===== src/hw/sld_map.vh =====
/*
   Constants for the 32-stage serial-in latched sink driver block.
   Assumes inclusion by bare name from the design file under hw/.
*/
`ifndef SLD_MAP_VH
`define SLD_MAP_VH

// Number of shift stages, latches and sink outputs
`define SLD_STAGES 32
// Words of buffering between the pin sampler and the shift register
`define SLD_FIFO_DEPTH 16
`define SLD_FIFO_AW 4
// Width of one buffered word: one serial data bit
`define SLD_FIFO_WIDTH 1
// System clock rate in Hz
`define SLD_MCLK_HZ 25000000
// Highest supported shift clock rate in Hz
`define SLD_SHIFT_MAX_HZ 10000000
// Least system clocks per shift clock period (floor of the ratio)
`define SLD_SHIFT_MIN_CYCLES (`SLD_MCLK_HZ / `SLD_SHIFT_MAX_HZ)
// Reset values
`define SLD_RESET_STAGES 32'h00000000
`define SLD_RESET_LATCHES 32'h00000000
`define SLD_RESET_SINK 32'h00000000

`endif


===== src/hw/sld_top.v =====
/*
   Serial-in, latched, gated 32-output sink driver, with the FIFO that
   carries sampled serial bits into the shift register.
   Assumes all host pins are asynchronous to MCLK and that the host shift
   clock stays at or below 10 MHz, so every level lasts over one MCLK period.
*/
// How it works
// - A rising edge of the shift clock takes the serial data level into the first stage.
// - Every later rising edge moves each stage's old value one place toward the output.
// - The shift register has 32 stages, one for each sink output.
// - Each sink output has its own latch fed from its own shift stage.
// - While the strobe is high every latch copies its shift stage.
// - The latches keep following the shift register as long as the strobe stays high.
// - With output enable low all 32 sink outputs are off whatever the latches hold.
// - Output enable never alters the latch contents, it only gates the outputs.
// - With output enable high each sink output follows its own latch.
// - The last shift stage is driven out on the serial data output for cascading.
// - The serial data output changes after a shift clock rising edge with the new last stage.
// - The shift clock may run up to 10 MHz and the host keeps within that.
`timescale 1ns/100ps
`default_nettype none
`include "sld_map.vh"

module sld_fifo
#(
   parameter WIDTH = `SLD_FIFO_WIDTH,
   parameter DEPTH = `SLD_FIFO_DEPTH,
   parameter AW = `SLD_FIFO_AW
)
(
   // Clock and reset
   input wire clk,
   input wire rst,
   // Fill side
   input wire in_valid,
   output wire in_ready,
   input wire [WIDTH-1:0] in_data,
   // Drain side
   output wire out_valid,
   input wire out_ready,
   output wire [WIDTH-1:0] out_data
);
   reg [WIDTH-1:0] mem [0:DEPTH-1];
   reg [AW:0] wr_ptr;
   reg [AW:0] rd_ptr;
   wire full;
   wire empty;
   wire push;
   wire pop;

   assign empty = (wr_ptr == rd_ptr);
   assign full = (wr_ptr[AW] != rd_ptr[AW]) && (wr_ptr[AW-1:0] == rd_ptr[AW-1:0]);
   assign in_ready = ~full;
   assign out_valid = ~empty;
   assign push = in_valid & ~full;
   assign pop = out_ready & ~empty;
   assign out_data = mem[rd_ptr[AW-1:0]];

   // Pointers
   always @(posedge clk or posedge rst)
   begin
      if (rst)
      begin
         wr_ptr <= {(AW+1){1'b0}};
         rd_ptr <= {(AW+1){1'b0}};
      end
      else
      begin
         if (push)
            wr_ptr <= wr_ptr + {{AW{1'h0}}, 1'h1};
         if (pop)
            rd_ptr <= rd_ptr + {{AW{1'h0}}, 1'h1};
      end
   end

   // Storage, no reset needed
   always @(posedge clk)
   begin
      if (push)
         mem[wr_ptr[AW-1:0]] <= in_data;
   end
endmodule // sld_fifo

module sld_sync
#(
   parameter RESET_VAL = 1'h0
)
(
   // Clock and reset
   input wire clk,
   input wire rst,
   // Asynchronous pin and its settled copy
   input wire pin,
   output wire level
);
   reg capture;
   reg settled;

   assign level = settled;

   // Only the second flop is read outside, the first may go metastable
   always @(posedge clk or posedge rst)
   begin
      if (rst)
      begin
         capture <= RESET_VAL;
         settled <= RESET_VAL;
      end
      else
      begin
         capture <= pin;
         settled <= capture;
      end
   end
endmodule // sld_sync

module sld_cell
#(
   parameter STAGE_INIT = 1'h0,
   parameter LATCH_INIT = 1'h0
)
(
   // Clock and reset
   input wire clk,
   input wire rst,
   // Shift path
   input wire shift_en,
   input wire shift_in,
   output wire stage_q,
   output wire stage_next,
   // Latch path
   input wire load,
   output wire latch_next
);
   reg stage_bit;
   reg latch_bit;

   assign stage_q = stage_bit;
   assign stage_next = shift_en ? shift_in : stage_bit;
   assign latch_next = load ? stage_next : latch_bit;

   // One shift stage and its own storage latch
   always @(posedge clk or posedge rst)
   begin
      if (rst)
      begin
         stage_bit <= STAGE_INIT;
         latch_bit <= LATCH_INIT;
      end
      else
      begin
         stage_bit <= stage_next;
         latch_bit <= latch_next;
      end
   end
endmodule // sld_cell

module sld_top
(
   // Clock and reset
   input wire MCLK,
   input wire RST,
   // Host pins
   input wire SERIAL_IN,
   input wire SHIFT_CLK,
   input wire STROBE,
   input wire OUT_ENABLE,
   // Cascade output
   output reg SERIAL_OUT,
   // Sink driver controls, high turns a sink on
   output reg [`SLD_STAGES-1:0] SINK_ON,
   // Buffer status, low when a sampled bit would be dropped
   output wire SHIFT_READY
);
   localparam [`SLD_STAGES-1:0] STAGE_INIT = `SLD_RESET_STAGES;
   localparam [`SLD_STAGES-1:0] LATCH_INIT = `SLD_RESET_LATCHES;
   wire shift_clk_level;
   wire data_level;
   wire strobe_level;
   wire oe_level;
   reg shift_clk_prev;
   wire [`SLD_STAGES-1:0] stages;
   wire [`SLD_STAGES-1:0] shift_chain;
   wire [`SLD_STAGES-1:0] next_stages;
   wire [`SLD_STAGES-1:0] next_latches;
   genvar i;
   wire shift_rise;
   wire fifo_valid;
   wire fifo_data;
   wire take_bit;

   // Two-flop synchronisers, one for each host pin
   sld_sync #(
      .RESET_VAL(1'h0)
   ) u_sync_clk (
      .clk(MCLK),
      .rst(RST),
      .pin(SHIFT_CLK),
      .level(shift_clk_level)
   );

   sld_sync #(
      .RESET_VAL(1'h0)
   ) u_sync_data (
      .clk(MCLK),
      .rst(RST),
      .pin(SERIAL_IN),
      .level(data_level)
   );

   sld_sync #(
      .RESET_VAL(1'h0)
   ) u_sync_strobe (
      .clk(MCLK),
      .rst(RST),
      .pin(STROBE),
      .level(strobe_level)
   );

   sld_sync #(
      .RESET_VAL(1'h0)
   ) u_sync_oe (
      .clk(MCLK),
      .rst(RST),
      .pin(OUT_ENABLE),
      .level(oe_level)
   );

   // History of the settled shift clock, idle low so reset makes no false edge
   always @(posedge MCLK or posedge RST)
   begin
      if (RST)
         shift_clk_prev <= 1'h0;
      else
         shift_clk_prev <= shift_clk_level;
   end

   // Data is delayed as far as the clock, so the bit set up before the edge is taken
   assign shift_rise = shift_clk_level & ~shift_clk_prev;

   sld_fifo #(
      .WIDTH(`SLD_FIFO_WIDTH),
      .DEPTH(`SLD_FIFO_DEPTH),
      .AW(`SLD_FIFO_AW)
   ) u_fifo (
      .clk(MCLK),
      .rst(RST),
      .in_valid(shift_rise),
      .in_ready(SHIFT_READY),
      .in_data(data_level),
      .out_valid(fifo_valid),
      .out_ready(1'b1),
      .out_data(fifo_data)
   );

   assign take_bit = fifo_valid;

   // Each stage takes its neighbour's old value, stage 0 the new bit
   assign shift_chain = {stages[`SLD_STAGES-2:0], fifo_data};

   // One shift stage and one latch per sink output
   generate
      for (i = 0; i < `SLD_STAGES; i = i + 1)
      begin : g_cell
         sld_cell #(
            .STAGE_INIT(STAGE_INIT[i]),
            .LATCH_INIT(LATCH_INIT[i])
         ) u_cell (
            .clk(MCLK),
            .rst(RST),
            .shift_en(take_bit),
            .shift_in(shift_chain[i]),
            .stage_q(stages[i]),
            .stage_next(next_stages[i]),
            .load(strobe_level),
            .latch_next(next_latches[i])
         );
      end
   endgenerate

   // Registered outputs; enable gates the sinks only, never the latches
   always @(posedge MCLK or posedge RST)
   begin
      if (RST)
      begin
         SERIAL_OUT <= 1'h0;
         SINK_ON <= `SLD_RESET_SINK;
      end
      else
      begin
         SERIAL_OUT <= next_stages[`SLD_STAGES-1];
         if (oe_level)
            SINK_ON <= next_latches;
         else
            SINK_ON <= `SLD_RESET_SINK;
      end
   end
endmodule // sld_top

`default_nettype wire


===== config.mk =====
export PLATFORM = sky130hd
export DESIGN_NAME = sld_top
export DESIGN_NICKNAME = d
export VERILOG_FILES = /design/src/hw/sld_top.v
export VERILOG_INCLUDE_DIRS = /design/src /design/src/hw
export SDC_FILE = /design/constraint.sdc
export NUM_CORES = 1
export LEC_CHECK = 0
export BUFFER_PORTS_ARGS = -buffer_cell sky130_fd_sc_hd__buf_4
export CORE_ASPECT_RATIO = 0.7
export CORE_UTILIZATION = 32
export DETAILED_ROUTE_END_ITERATION = 10
export HOLD_SLACK_MARGIN = 0.12
export MAX_ROUTING_LAYER = met4
export PLACE_DENSITY = 0.46
export SLEW_MARGIN = 25
export SYNTH_ARGS = -nofsm -noshare
export SYNTH_HDL_FRONTEND = slang
export SYNTH_SLANG_ARGS = --single-unit
export TNS_END_PERCENT = 30

===== constraint.sdc =====
create_clock -name MCLK -period 6.9 [get_ports MCLK]
set_clock_uncertainty 0.1 [all_clocks]
set_input_delay 1.38 -clock MCLK [delete_from_list [all_inputs] [get_ports MCLK]]
set_output_delay 1.38 -clock MCLK [all_outputs]
set_load 0.02 [all_outputs]

==> results of run 1 <==
==> Yosys cell counts, types with 2 or more instances <==
master / instances / area share [%]
nand2_1: 34 / 2.3
nand3_1: 4 / 0.36
mux2i_1: 4 / 0.73
buf_2: 5 / 0.46
xor2_1: 3 / 0.48
xnor2_1: 6 / 0.96
and3_1: 13 / 1.5
xnor2_2: 5 / 1.5
buf_4: 2 / 0.27
mux2_2: 2 / 0.41
buf_12: 3 / 1.1
ha_1: 5 / 1.1
dfrtp_1: 115 / 52
o21ai_1: 21 / 1.9
nand3_2: 29 / 5.3
a311oi_2: 5 / 1.4
a31oi_1: 31 / 3.5
clkbuf_1: 15 / 1.0
mux4_2: 2 / 0.82
edfxtp_1: 16 / 8.8
a311oi_1: 26 / 4.1
inv_1: 5 / 0.34
nor2b_1: 4 / 0.46
o21ai_0: 11 / 1.0
o2111ai_1: 3 / 0.48
nor2_1: 35 / 2.4
nor3_1: 2 / 0.18
buf_6: 8 / 1.6
clkbuf_2: 2 / 0.18
a211oi_1: 2 / 0.27
==> routing by layer <==
layer  part of all wire (%)  GRT usage [%]  vias up  routed length, µm
met4                    1.2           5.06        0                136
met5                      0              -        -                  0
li1                       -              -     1654                  -
met1                     53           21.1     1781               6060
met2                     42           19.5       62               4820
met3                    3.6           3.62       21                417
==> critical path, cell delays in order (launching register included) <==
cell,delay (ps)
dfrtp_1,560
xnor2_2,300
and4_2,240
buf_4,530
nand2_1,150
buf_4,190
==> sequential cells by signal (all words and copies together) (netlist names), 5 cells and up <==
name	cells
g_cell.u_cell.latch_bit	32
SINK_ON	32
u_fifo.wr_ptr	5
u_fifo.mem	16
g_cell.u_cell.stage_q	32
u_fifo.rd_ptr	5
==> worst min-delay path by stage <==
stage	end	cells after the start
detailed placement	u_sync_data.level$_DFF_PP0_	0
finish	u_sync_oe.level$_DFF_PP0_	0
CTS	u_sync_oe.level$_DFF_PP0_	0
global route	u_sync_oe.level$_DFF_PP0_	0
floorplan	u_sync_clk.level$_DFF_PP0_	0
global placement	u_sync_clk.level$_DFF_PP0_	0
==> logic make-up (layout without fill, tap and decap cells) <==
family	after synthesis	after routing	synth area share, %
compound gates	107	107	14.0
xor+xnor	14	14	2.92
fa+ha+maj	5	5	1.14
buf+inv	40	82	5.01
flops	131	131	61.2
mux	8	8	1.96
simple gates	129	129	13.8
==> final cells by class <==
class	count	area, µm²	area share [%]
clock inverters	12	154	2.37
well taps	225	282	4.33
inverters	5	21.3	0.327
multi-input cells	263	1900	29.2
repair buffers	45	338	5.20
clock buffers	20	447	6.87
flip-flops and latches	131	3360	51.7
==> report_power, final <==
group / leakage [nW] / switching [mW] / internal, mW
clock network: 0.291 / 0.341 / 0.579
logic: 0.913 / 0.657 / 0.359
registers: 1.55 / 0.181 / 1.03
==> metrics by stage <==
stage | std cells | setup WS [ps] | instance area, µm² | hold WS (ps)
floorplan | 434 | 2380 | 5490 | 231
global placement | 669 | 3520 | 5890 | 236
detailed placement | 669 | 3450 | 5890 | 239
CTS | 701 | 3010 | 6490 | 250
global route | 701 | 2870 | 6500 | 260
finish | 701 | 3010 | 6500 | 247
==> placed cells by master, fill, tap and decap left out, types with 4 or more instances in the layout <==
cell type / n
a311oi_1: 26
a311oi_2: 5
a31oi_1: 31
and3_1: 13
buf_4: 45
clkbuf_16: 17
dfrtp_1: 114
edfxtp_1: 16
ha_1: 5
inv_1: 4
mux2i_1: 4
nand2_1: 34
nand3_1: 4
nand3_2: 29
nor2_1: 35
nor2b_1: 4
o21ai_0: 11
o21ai_1: 21
xnor2_1: 6
xnor2_2: 4
==> impl_metrics.tcl, run 1 <==
set metrics [dict create \
    outcome "finished, final reports clean" \
    insertion_delay_ps 410 \
    cts_resized 0 \
    synth_edf_count 16 \
    vdd_drop_max_uv 173 \
    fp.dieH_um 112 \
    area_growth_pct 18.3 \
    clkSinkCount 131 \
    antenna_found_initial 0 \
    min_path_type "flip-flop to flip-flop" \
    netlist_area_um2 5490 \
    cts-root-buf "clkbuf_16" \
    via_count 3518 \
    ys_types 46 \
    cts.reportedPaths.clkPinSlew_ps 60 \
    globalplace.congestion 0.771 \
    num_rows 39 \
    fin_util_pct 39.3 \
    fillers 1581 \
    tightest_slew_ps 979 \
    synthFlopType "dfrtp_1" \
    maxSlewHeadroom_pct 34.8 \
    postCtsHoldBufs 0 \
    syn-num-nets 445 \
    grt_overflow 0 \
    rsz0062_at_grt "false" \
    cp.required_ps 5420 \
    grt_pass1_vias 3522 \
    grt_pass1_wl_um 19100 \
    leakagePower_nw 2.76 \
    vias_per_cell 5.02 \
    drv_slew 0 \
    setup_tns_ps 0 \
    syn_area_per_cell_um2 12.7 \
    setup_violations 0 \
    drtIter0Drc 189 \
    power.density_nw_per_um2 484 \
    dpl.hpwl_um 6620 \
    post_cts_buffers 0 \
    critPathKind "flip-flop to output port" \
    hold_start "u_sync_oe.capture$_DFF_PP0_" \
    yosysSeqAreaShare_pct 61.2 \
    ys_ff_latch 131 \
    rrSetupSlack_ps 4290 \
    r2r-start "u_fifo.rd_ptr[0]$_DFFE_PP0P_" \
    path_max_fanout 37 \
    startpoint "u_fifo.rd_ptr[0]$_DFFE_PP0P_" \
    fmax_mhz 257 \
    final-hold-violation-count 0 \
    max_cap_viol_count 0 \
    endpoint_kind "output port" \
    grt_max_degree 97 \
    nets 474 \
    port_buffers 39 \
    wire_per_inst_um 16.3 \
    die_w_um 159 \
    ant_nets 0 \
    power_mw 3.15 \
    finalCritPeriodShare_pct 56.3 \
    firstDrtPassIters 4 \
    cts_tree "done" \
    rr_worst_depth 5 \
    synth_async_sr_flop_share_pct 87.8 \
    numCtsBuffers 17 \
    num_io_pins 40 \
    cp.arrival_ps 2410 \
    cts.path.max_buffers 2 \
    min_period_ps 3890 \
    wirelength_um 11400 \
    grtUsageTotal_pct 14.6 \
    setup.worst_path.start_class "flip-flop" \
    final_layout_size_suffix_gt1_share_pct 26.7 \
    diodes 0 \
    drc 0 \
    yosys_warnings 0 \
    cts_max_level 4 \
    initial_core_util_pct 33.2 \
    worstSetupEndpoint "SHIFT_READY" \
    syn_inst 434 \
    reg2reg_to "SINK_ON[24]$_DFF_PP0_" \
    core-area_um2 16500 \
    dieArea_um2 17700 \
]
(Power assumes the default switching activity.)
==> run 2: changes to the inputs <==
PLACE_DENSITY = 0.47   (was 0.46)
clock period = 3.5 ns   (was 6.9 ns; I/O delays follow)
==> impl_metrics.tcl, run 2 (synthesis gave the netlist of run 1 again) <==
set metrics [dict create \
    setup_tns_ps 0 \
    cts.reportedPaths.clkPinSlew_ps 60 \
    core-area_um2 16500 \
    grt_pass1_wl_um 19300 \
    dpl.hpwl_um 7070 \
    min_path_type "flip-flop to flip-flop" \
    maxSlewHeadroom_pct 36.6 \
    critPathTopFamily "flip-flops" \
    outcome "finished, final reports clean" \
    die_w_um 159 \
    cts_max_level 4 \
    cp.arrival_ps 1860 \
    postCtsHoldBufs 0 \
    clkSinkCount 131 \
    area_growth_pct 19.1 \
    nets 480 \
    cts-root-buf "clkbuf_16" \
    final_common_cell "dfrtp_1" \
    tightest_slew_ps 945 \
    post_cts_buffers 0 \
    min_period_ps 2660 \
    setup_violations 0 \
    grt_pass1_vias 3485 \
    endpoint_kind "output port" \
    fp.dieH_um 112 \
    power_mw 6.18 \
    cp.required_ps 2700 \
    dieArea_um2 17700 \
    via_count 3555 \
    cts_tree "done" \
    max_cap_viol_count 0 \
    drc 0 \
    wire_per_inst_um 16.5 \
    num_rows 39 \
    wirelength_um 11700 \
    path_cells "xnor2_2 > and4_2 > nand2_1 > buf_4" \
    grt_max_degree 63 \
    ant_nets 0 \
    rsz0062_at_grt "false" \
    globalplace.congestion 0.763 \
    path_max_fanout 10 \
    port_buffers 39 \
    cts_resized 0 \
    vdd_drop_max_uv 328 \
    vias_per_cell 5.03 \
    drtIter0Drc 195 \
    critPathKind "flip-flop to output port" \
    fillers 1603 \
    fmax_mhz 376 \
    path_buf_inv 1 \
    power.density_nw_per_um2 946 \
    layout_common_cells "dfrtp_1 (114), buf_4 (50), nor2_1 (35), nand2_1 (34), a31oi_1 (31)" \
    multi_input_area_um2 1880 \
    firstDrtPassIters 4 \
    initial_core_util_pct 33.2 \
    max_stage_delay_ps 660 \
    rrSetupSlack_ps 1090 \
    final_layout_size_suffix_gt1_share_pct 28.0 \
    drv_slew 0 \
    num_io_pins 40 \
    finalCritPeriodShare_pct 76.0 \
    grt_overflow 0 \
    setup.worst_path.start_class "flip-flop" \
    cts.path.max_buffers 2 \
    antenna_found_initial 0 \
    regArea_um2 3360 \
    critical-path-slowest-cell "dfrtp_1" \
    final-hold-violation-count 0 \
    grtUsageTotal_pct 14.9 \
    diodes 0 \
    leakagePower_nw 2.78 \
    numCtsBuffers 17 \
    insertion_delay_ps 410 \
]
==> run 2: changes by cell type in the layout (fill, tap and decap cells not counted), sizes merged <==
cell and change:
inv -1, bufinv -1, buf +6, clkinv +1, clkinvlp +2, clkbuf -1
==> run 2: per-stage QoR <==
| step | util, % | hold slack (ps) | setup slack (ps) | area, µm² | cells |
|---|---|---|---|---|---|
| finish | 39.5 | 248 | 839 | 6540 | 707 |
| global route | 39.5 | 256 | 793 | 6540 | 707 |
| CTS | 39.5 | 250 | 858 | 6540 | 707 |
| detailed placement | 35.9 | 235 | 1090 | 5940 | 675 |
| global placement | 35.9 | 235 | 1090 | 5940 | 675 |
| floorplan | - | 231 | 1300 | 5490 | 434 |
==> run 2: area by class of cell <==
cell class	instances	area share, %
timing repair buffer	51	6.05
clock inverter	13	2.28
clock buffer	19	6.93
inverter	5	0.344
multi-input combinational	263	28.7
tap	225	4.31
sequential	131	51.4
==> run 2: path summary, 6_finish.rpt <==
path                                                from                             endpoint  cells past startpoint
max                         u_fifo.rd_ptr[0]$_DFFE_PP0P_                          SHIFT_READY                      4
min                        u_sync_data.capture$_DFF_PP0_          u_sync_data.level$_DFF_PP0_                      0
max reg2reg                 u_fifo.rd_ptr[0]$_DFFE_PP0P_              u_fifo.mem[8]$_DFFE_PP_                      5
min reg2reg                u_sync_data.capture$_DFF_PP0_          u_sync_data.level$_DFF_PP0_                      0
max in group asynchronous                            RST  g_cell[22].u_cell.stage_q$_DFF_PP0_                      3
min in group asynchronous                            RST      u_sync_strobe.capture$_DFF_PP0_                      2
==> run 2: worst register-to-register path: cells and delay by family (launching register included) <==
| kind | cells | cell delay (ps) |
|---|---|---|
| xor+xnor | 1 | 190 |
| buf+inv | 1 | 510 |
| simple gates | 2 | 490 |
| compound gates | 1 | 230 |
| flops | 1 | 660 |
==> run 2: per-layer routing <==
layer	track usage, %	up-vias	wire length [µm]
met2	19.9	72	5040
met5	-	-	0
met4	5.00	0	113
met1	21.6	1799	6130
li1	-	1672	-
met3	3.97	12	390
==> run 2: power breakdown <==
group	total, mW	internal, mW	leakage, nW	switching, mW
combinational	1.99	0.728	0.937	1.26
sequential	2.40	2.03	1.55	0.366
clock	1.80	1.10	0.288	0.700
==> run 3: changes to the inputs <==
ABC_AREA = 1   (was default)
PLACE_DENSITY = 0.46   (was 0.47)
clock period = 2.7 ns   (was 3.5 ns; I/O delays follow)
==> impl_metrics.tcl, run 3 <==
set metrics [dict create \
    rsz0062_at_grt "false" \
    drv_slew 0 \
    synthFlopType "dfrtp_1" \
    final_common_cell "nand2_1" \
    cts.reportedPaths.clkPinSlew_ps 60 \
    grtUsageTotal_pct 14.2 \
    globalplace.congestion 0.852 \
    regArea_um2 3360 \
    diodes 0 \
    tightest_slew_ps 509 \
    area_growth_pct 22.8 \
    min_period_ps 2480 \
    syn_area_per_cell_um2 10.9 \
    num_io_pins 40 \
    synth_async_sr_flop_share_pct 87.8 \
    nets 541 \
    dieArea_um2 16800 \
    rr_worst_depth 9 \
    firstDrtPassIters 4 \
    drtIter0Drc 160 \
    clkSinkCount 131 \
    ys_types 30 \
    multi_input_area_um2 1610 \
    post_cts_buffers 0 \
    critPathKind "flip-flop to output port" \
    cts_max_level 4 \
    fillers 1529 \
    endpoint_kind "output port" \
    yosysTopAreaCellShare_pct 55.4 \
    die_w_um 154 \
    placed_area_um2 5720 \
    cts_resized 0 \
    num_rows 38 \
    vdd_drop_max_uv 495 \
    wirelength_um 10100 \
    port_buffers 39 \
    max_cap_viol_count 0 \
    netlist_area_um2 5200 \
    grtUsageMet2_pct 17.4 \
    ys_top_cells_by_count "nand2_1 (141), dfrtp_1 (115), nand2_2 (33), inv_1 (27), o21ai_2 (24)" \
    core-area_um2 15700 \
    final-hold-violation-count 0 \
    grt_overflow 0 \
    cp.required_ps 2060 \
    min_path_type "input port to async pin" \
    antenna_found_initial 0 \
    outcome "finished, final reports clean" \
    drc 0 \
    grt_pass1_wl_um 17000 \
    grt_pass1_vias 3204 \
    layout_common_cells "nand2_1 (141), dfrtp_1 (115), buf_4 (45), nand2_2 (33), inv_1 (26)" \
    ant_nets 0 \
    wire_per_inst_um 13.6 \
    dpl.hpwl_um 6350 \
    grt_max_degree 93 \
    final_cell_area_um2 6380 \
    fin_hold_ws_ps 124 \
    cp.arrival_ps 1840 \
    setup.worst_path.start_class "flip-flop" \
    fin_util_pct 40.7 \
    via_count 3213 \
    ys_ff_latch 131 \
    cts_tree "done" \
    synth_edf_count 16 \
    grt_busiest_layer "met1" \
    setup_tns_ps 0 \
    cts-root-buf "clkbuf_16" \
    yosysSeqAreaShare_pct 64.6 \
    synth_area_leaders "dfrtp_1 (55%), nand2_1 (10%), edfxtp_1 (9.2%)" \
    numCtsBuffers 17 \
    final_layout_size_suffix_gt1_share_pct 30.2 \
    syn-num-nets 489 \
    fmax_mhz 404 \
    vias_per_cell 4.32 \
    setup_violations 0 \
    syn_inst 478 \
    leakagePower_nw 3.08 \
    path_max_fanout 13 \
    finalCritPeriodShare_pct 91.7 \
    grtUsageMet1_pct 20.6 \
    insertion_delay_ps 420 \
    yosysTopAreaCell "dfrtp_1" \
    use_met3_pct 4.69 \
    yosys_warnings 0 \
    maxSlewHeadroom_pct 66.1 \
    power.density_nw_per_um2 1210 \
    cts.path.max_buffers 2 \
    initial_core_util_pct 33.1 \
    yosysMostFrequentCell "nand2_1" \
    fp.dieH_um 109 \
]
## run 3: cell types whose count changed in the layout (fill, tap and decap cells not counted), sizes merged, moves of 4 or more
cell         before  now
and3             13    0
nor2b             4    0
dlygate4sd3       0    4
inv               7   32
xor2              3    8
nand3            33   15
a311oi           31    0
buf              51   47
a31oi            31    0
a21oi             2   32
nor2             35   24
xnor2            11    1
nand2            34  175
mux2i             4    0
## run 3: per-layer routing
| metal | wire length, µm | vias up |
|---|---|---|
| li1 | - | 1630 |
| met1 | 5610 | 1516 |
| met4 | 106 | 0 |
| met5 | 0 | - |
| met2 | 3920 | 59 |
| met3 | 445 | 8 |
## run 3: final timing paths
path	start	endpoint	slack (ps)
setup / recovery	u_fifo.rd_ptr[0]$_DFFE_PP0P_	SHIFT_READY	220
hold / removal	RST	g_cell[21].u_cell.stage_q$_DFF_PP0_	120
setup reg to reg	u_fifo.rd_ptr[0]$_DFFE_PP0P_	SINK_ON[30]$_DFF_PP0_	520
hold reg to reg	u_sync_oe.capture$_DFF_PP0_	u_sync_oe.level$_DFF_PP0_	250
max in group asynchronous	RST	u_sync_strobe.level$_DFF_PP0_	1940
min in group MCLK	u_sync_oe.capture$_DFF_PP0_	u_sync_oe.level$_DFF_PP0_	250
## run 3: final cells by class
type / instances / share of cell area [%]
tap: 200 / 3.92
sequential: 131 / 52.6
clock inverter: 13 / 2.86
multi-input combinational: 297 / 25.2
inverter: 32 / 1.94
timing repair buffer: 51 / 6.55
clock buffer: 19 / 6.94
## run 3: logic make-up after synthesis
family	count (synthesis)	share of synthesized area (%)
XOR/XNOR	9	1.66
flip-flops	131	64.6
buffers and inverters	50	4.45
AND/OR/NAND/NOR	217	18.9
AO/OA/AOI/OAI	66	9.17
adder cells (fa/ha/maj)	5	1.20
## run 3: through the flow
step	setup slack (ps)	power, mW	std cells
2_1_floorplan	661	4.75	478
3_3_place_gp	523	5.35	707
3_5_place_dp	528	5.37	707
4_1_cts	201	7.85	743
5_1_grt	73.2	8.30	743
6_report	225	7.75	743
## run 3: critical path, cell delays in order, from the launching register on
cell,delay [ps]
dfrtp_1,580
inv_2,150
nand2_1,80
nand2_1,80
nor2_4,170
nand3_1,160
buf_4,190
## run 3: power by group
group	switching (mW)	leakage (nW)	internal, mW
clock	0.868	0.303	1.57
combinational	1.48	1.16	0.831
sequential	0.339	1.61	2.67
## run 3: what timing repair did
| item | in CTS | in global routing |
|---|---|---|
| hold endpoints to repair | 4 | 0 |
| setup endpoints to repair | 0 | 0 |
| hold buffers | 4 | 0 |
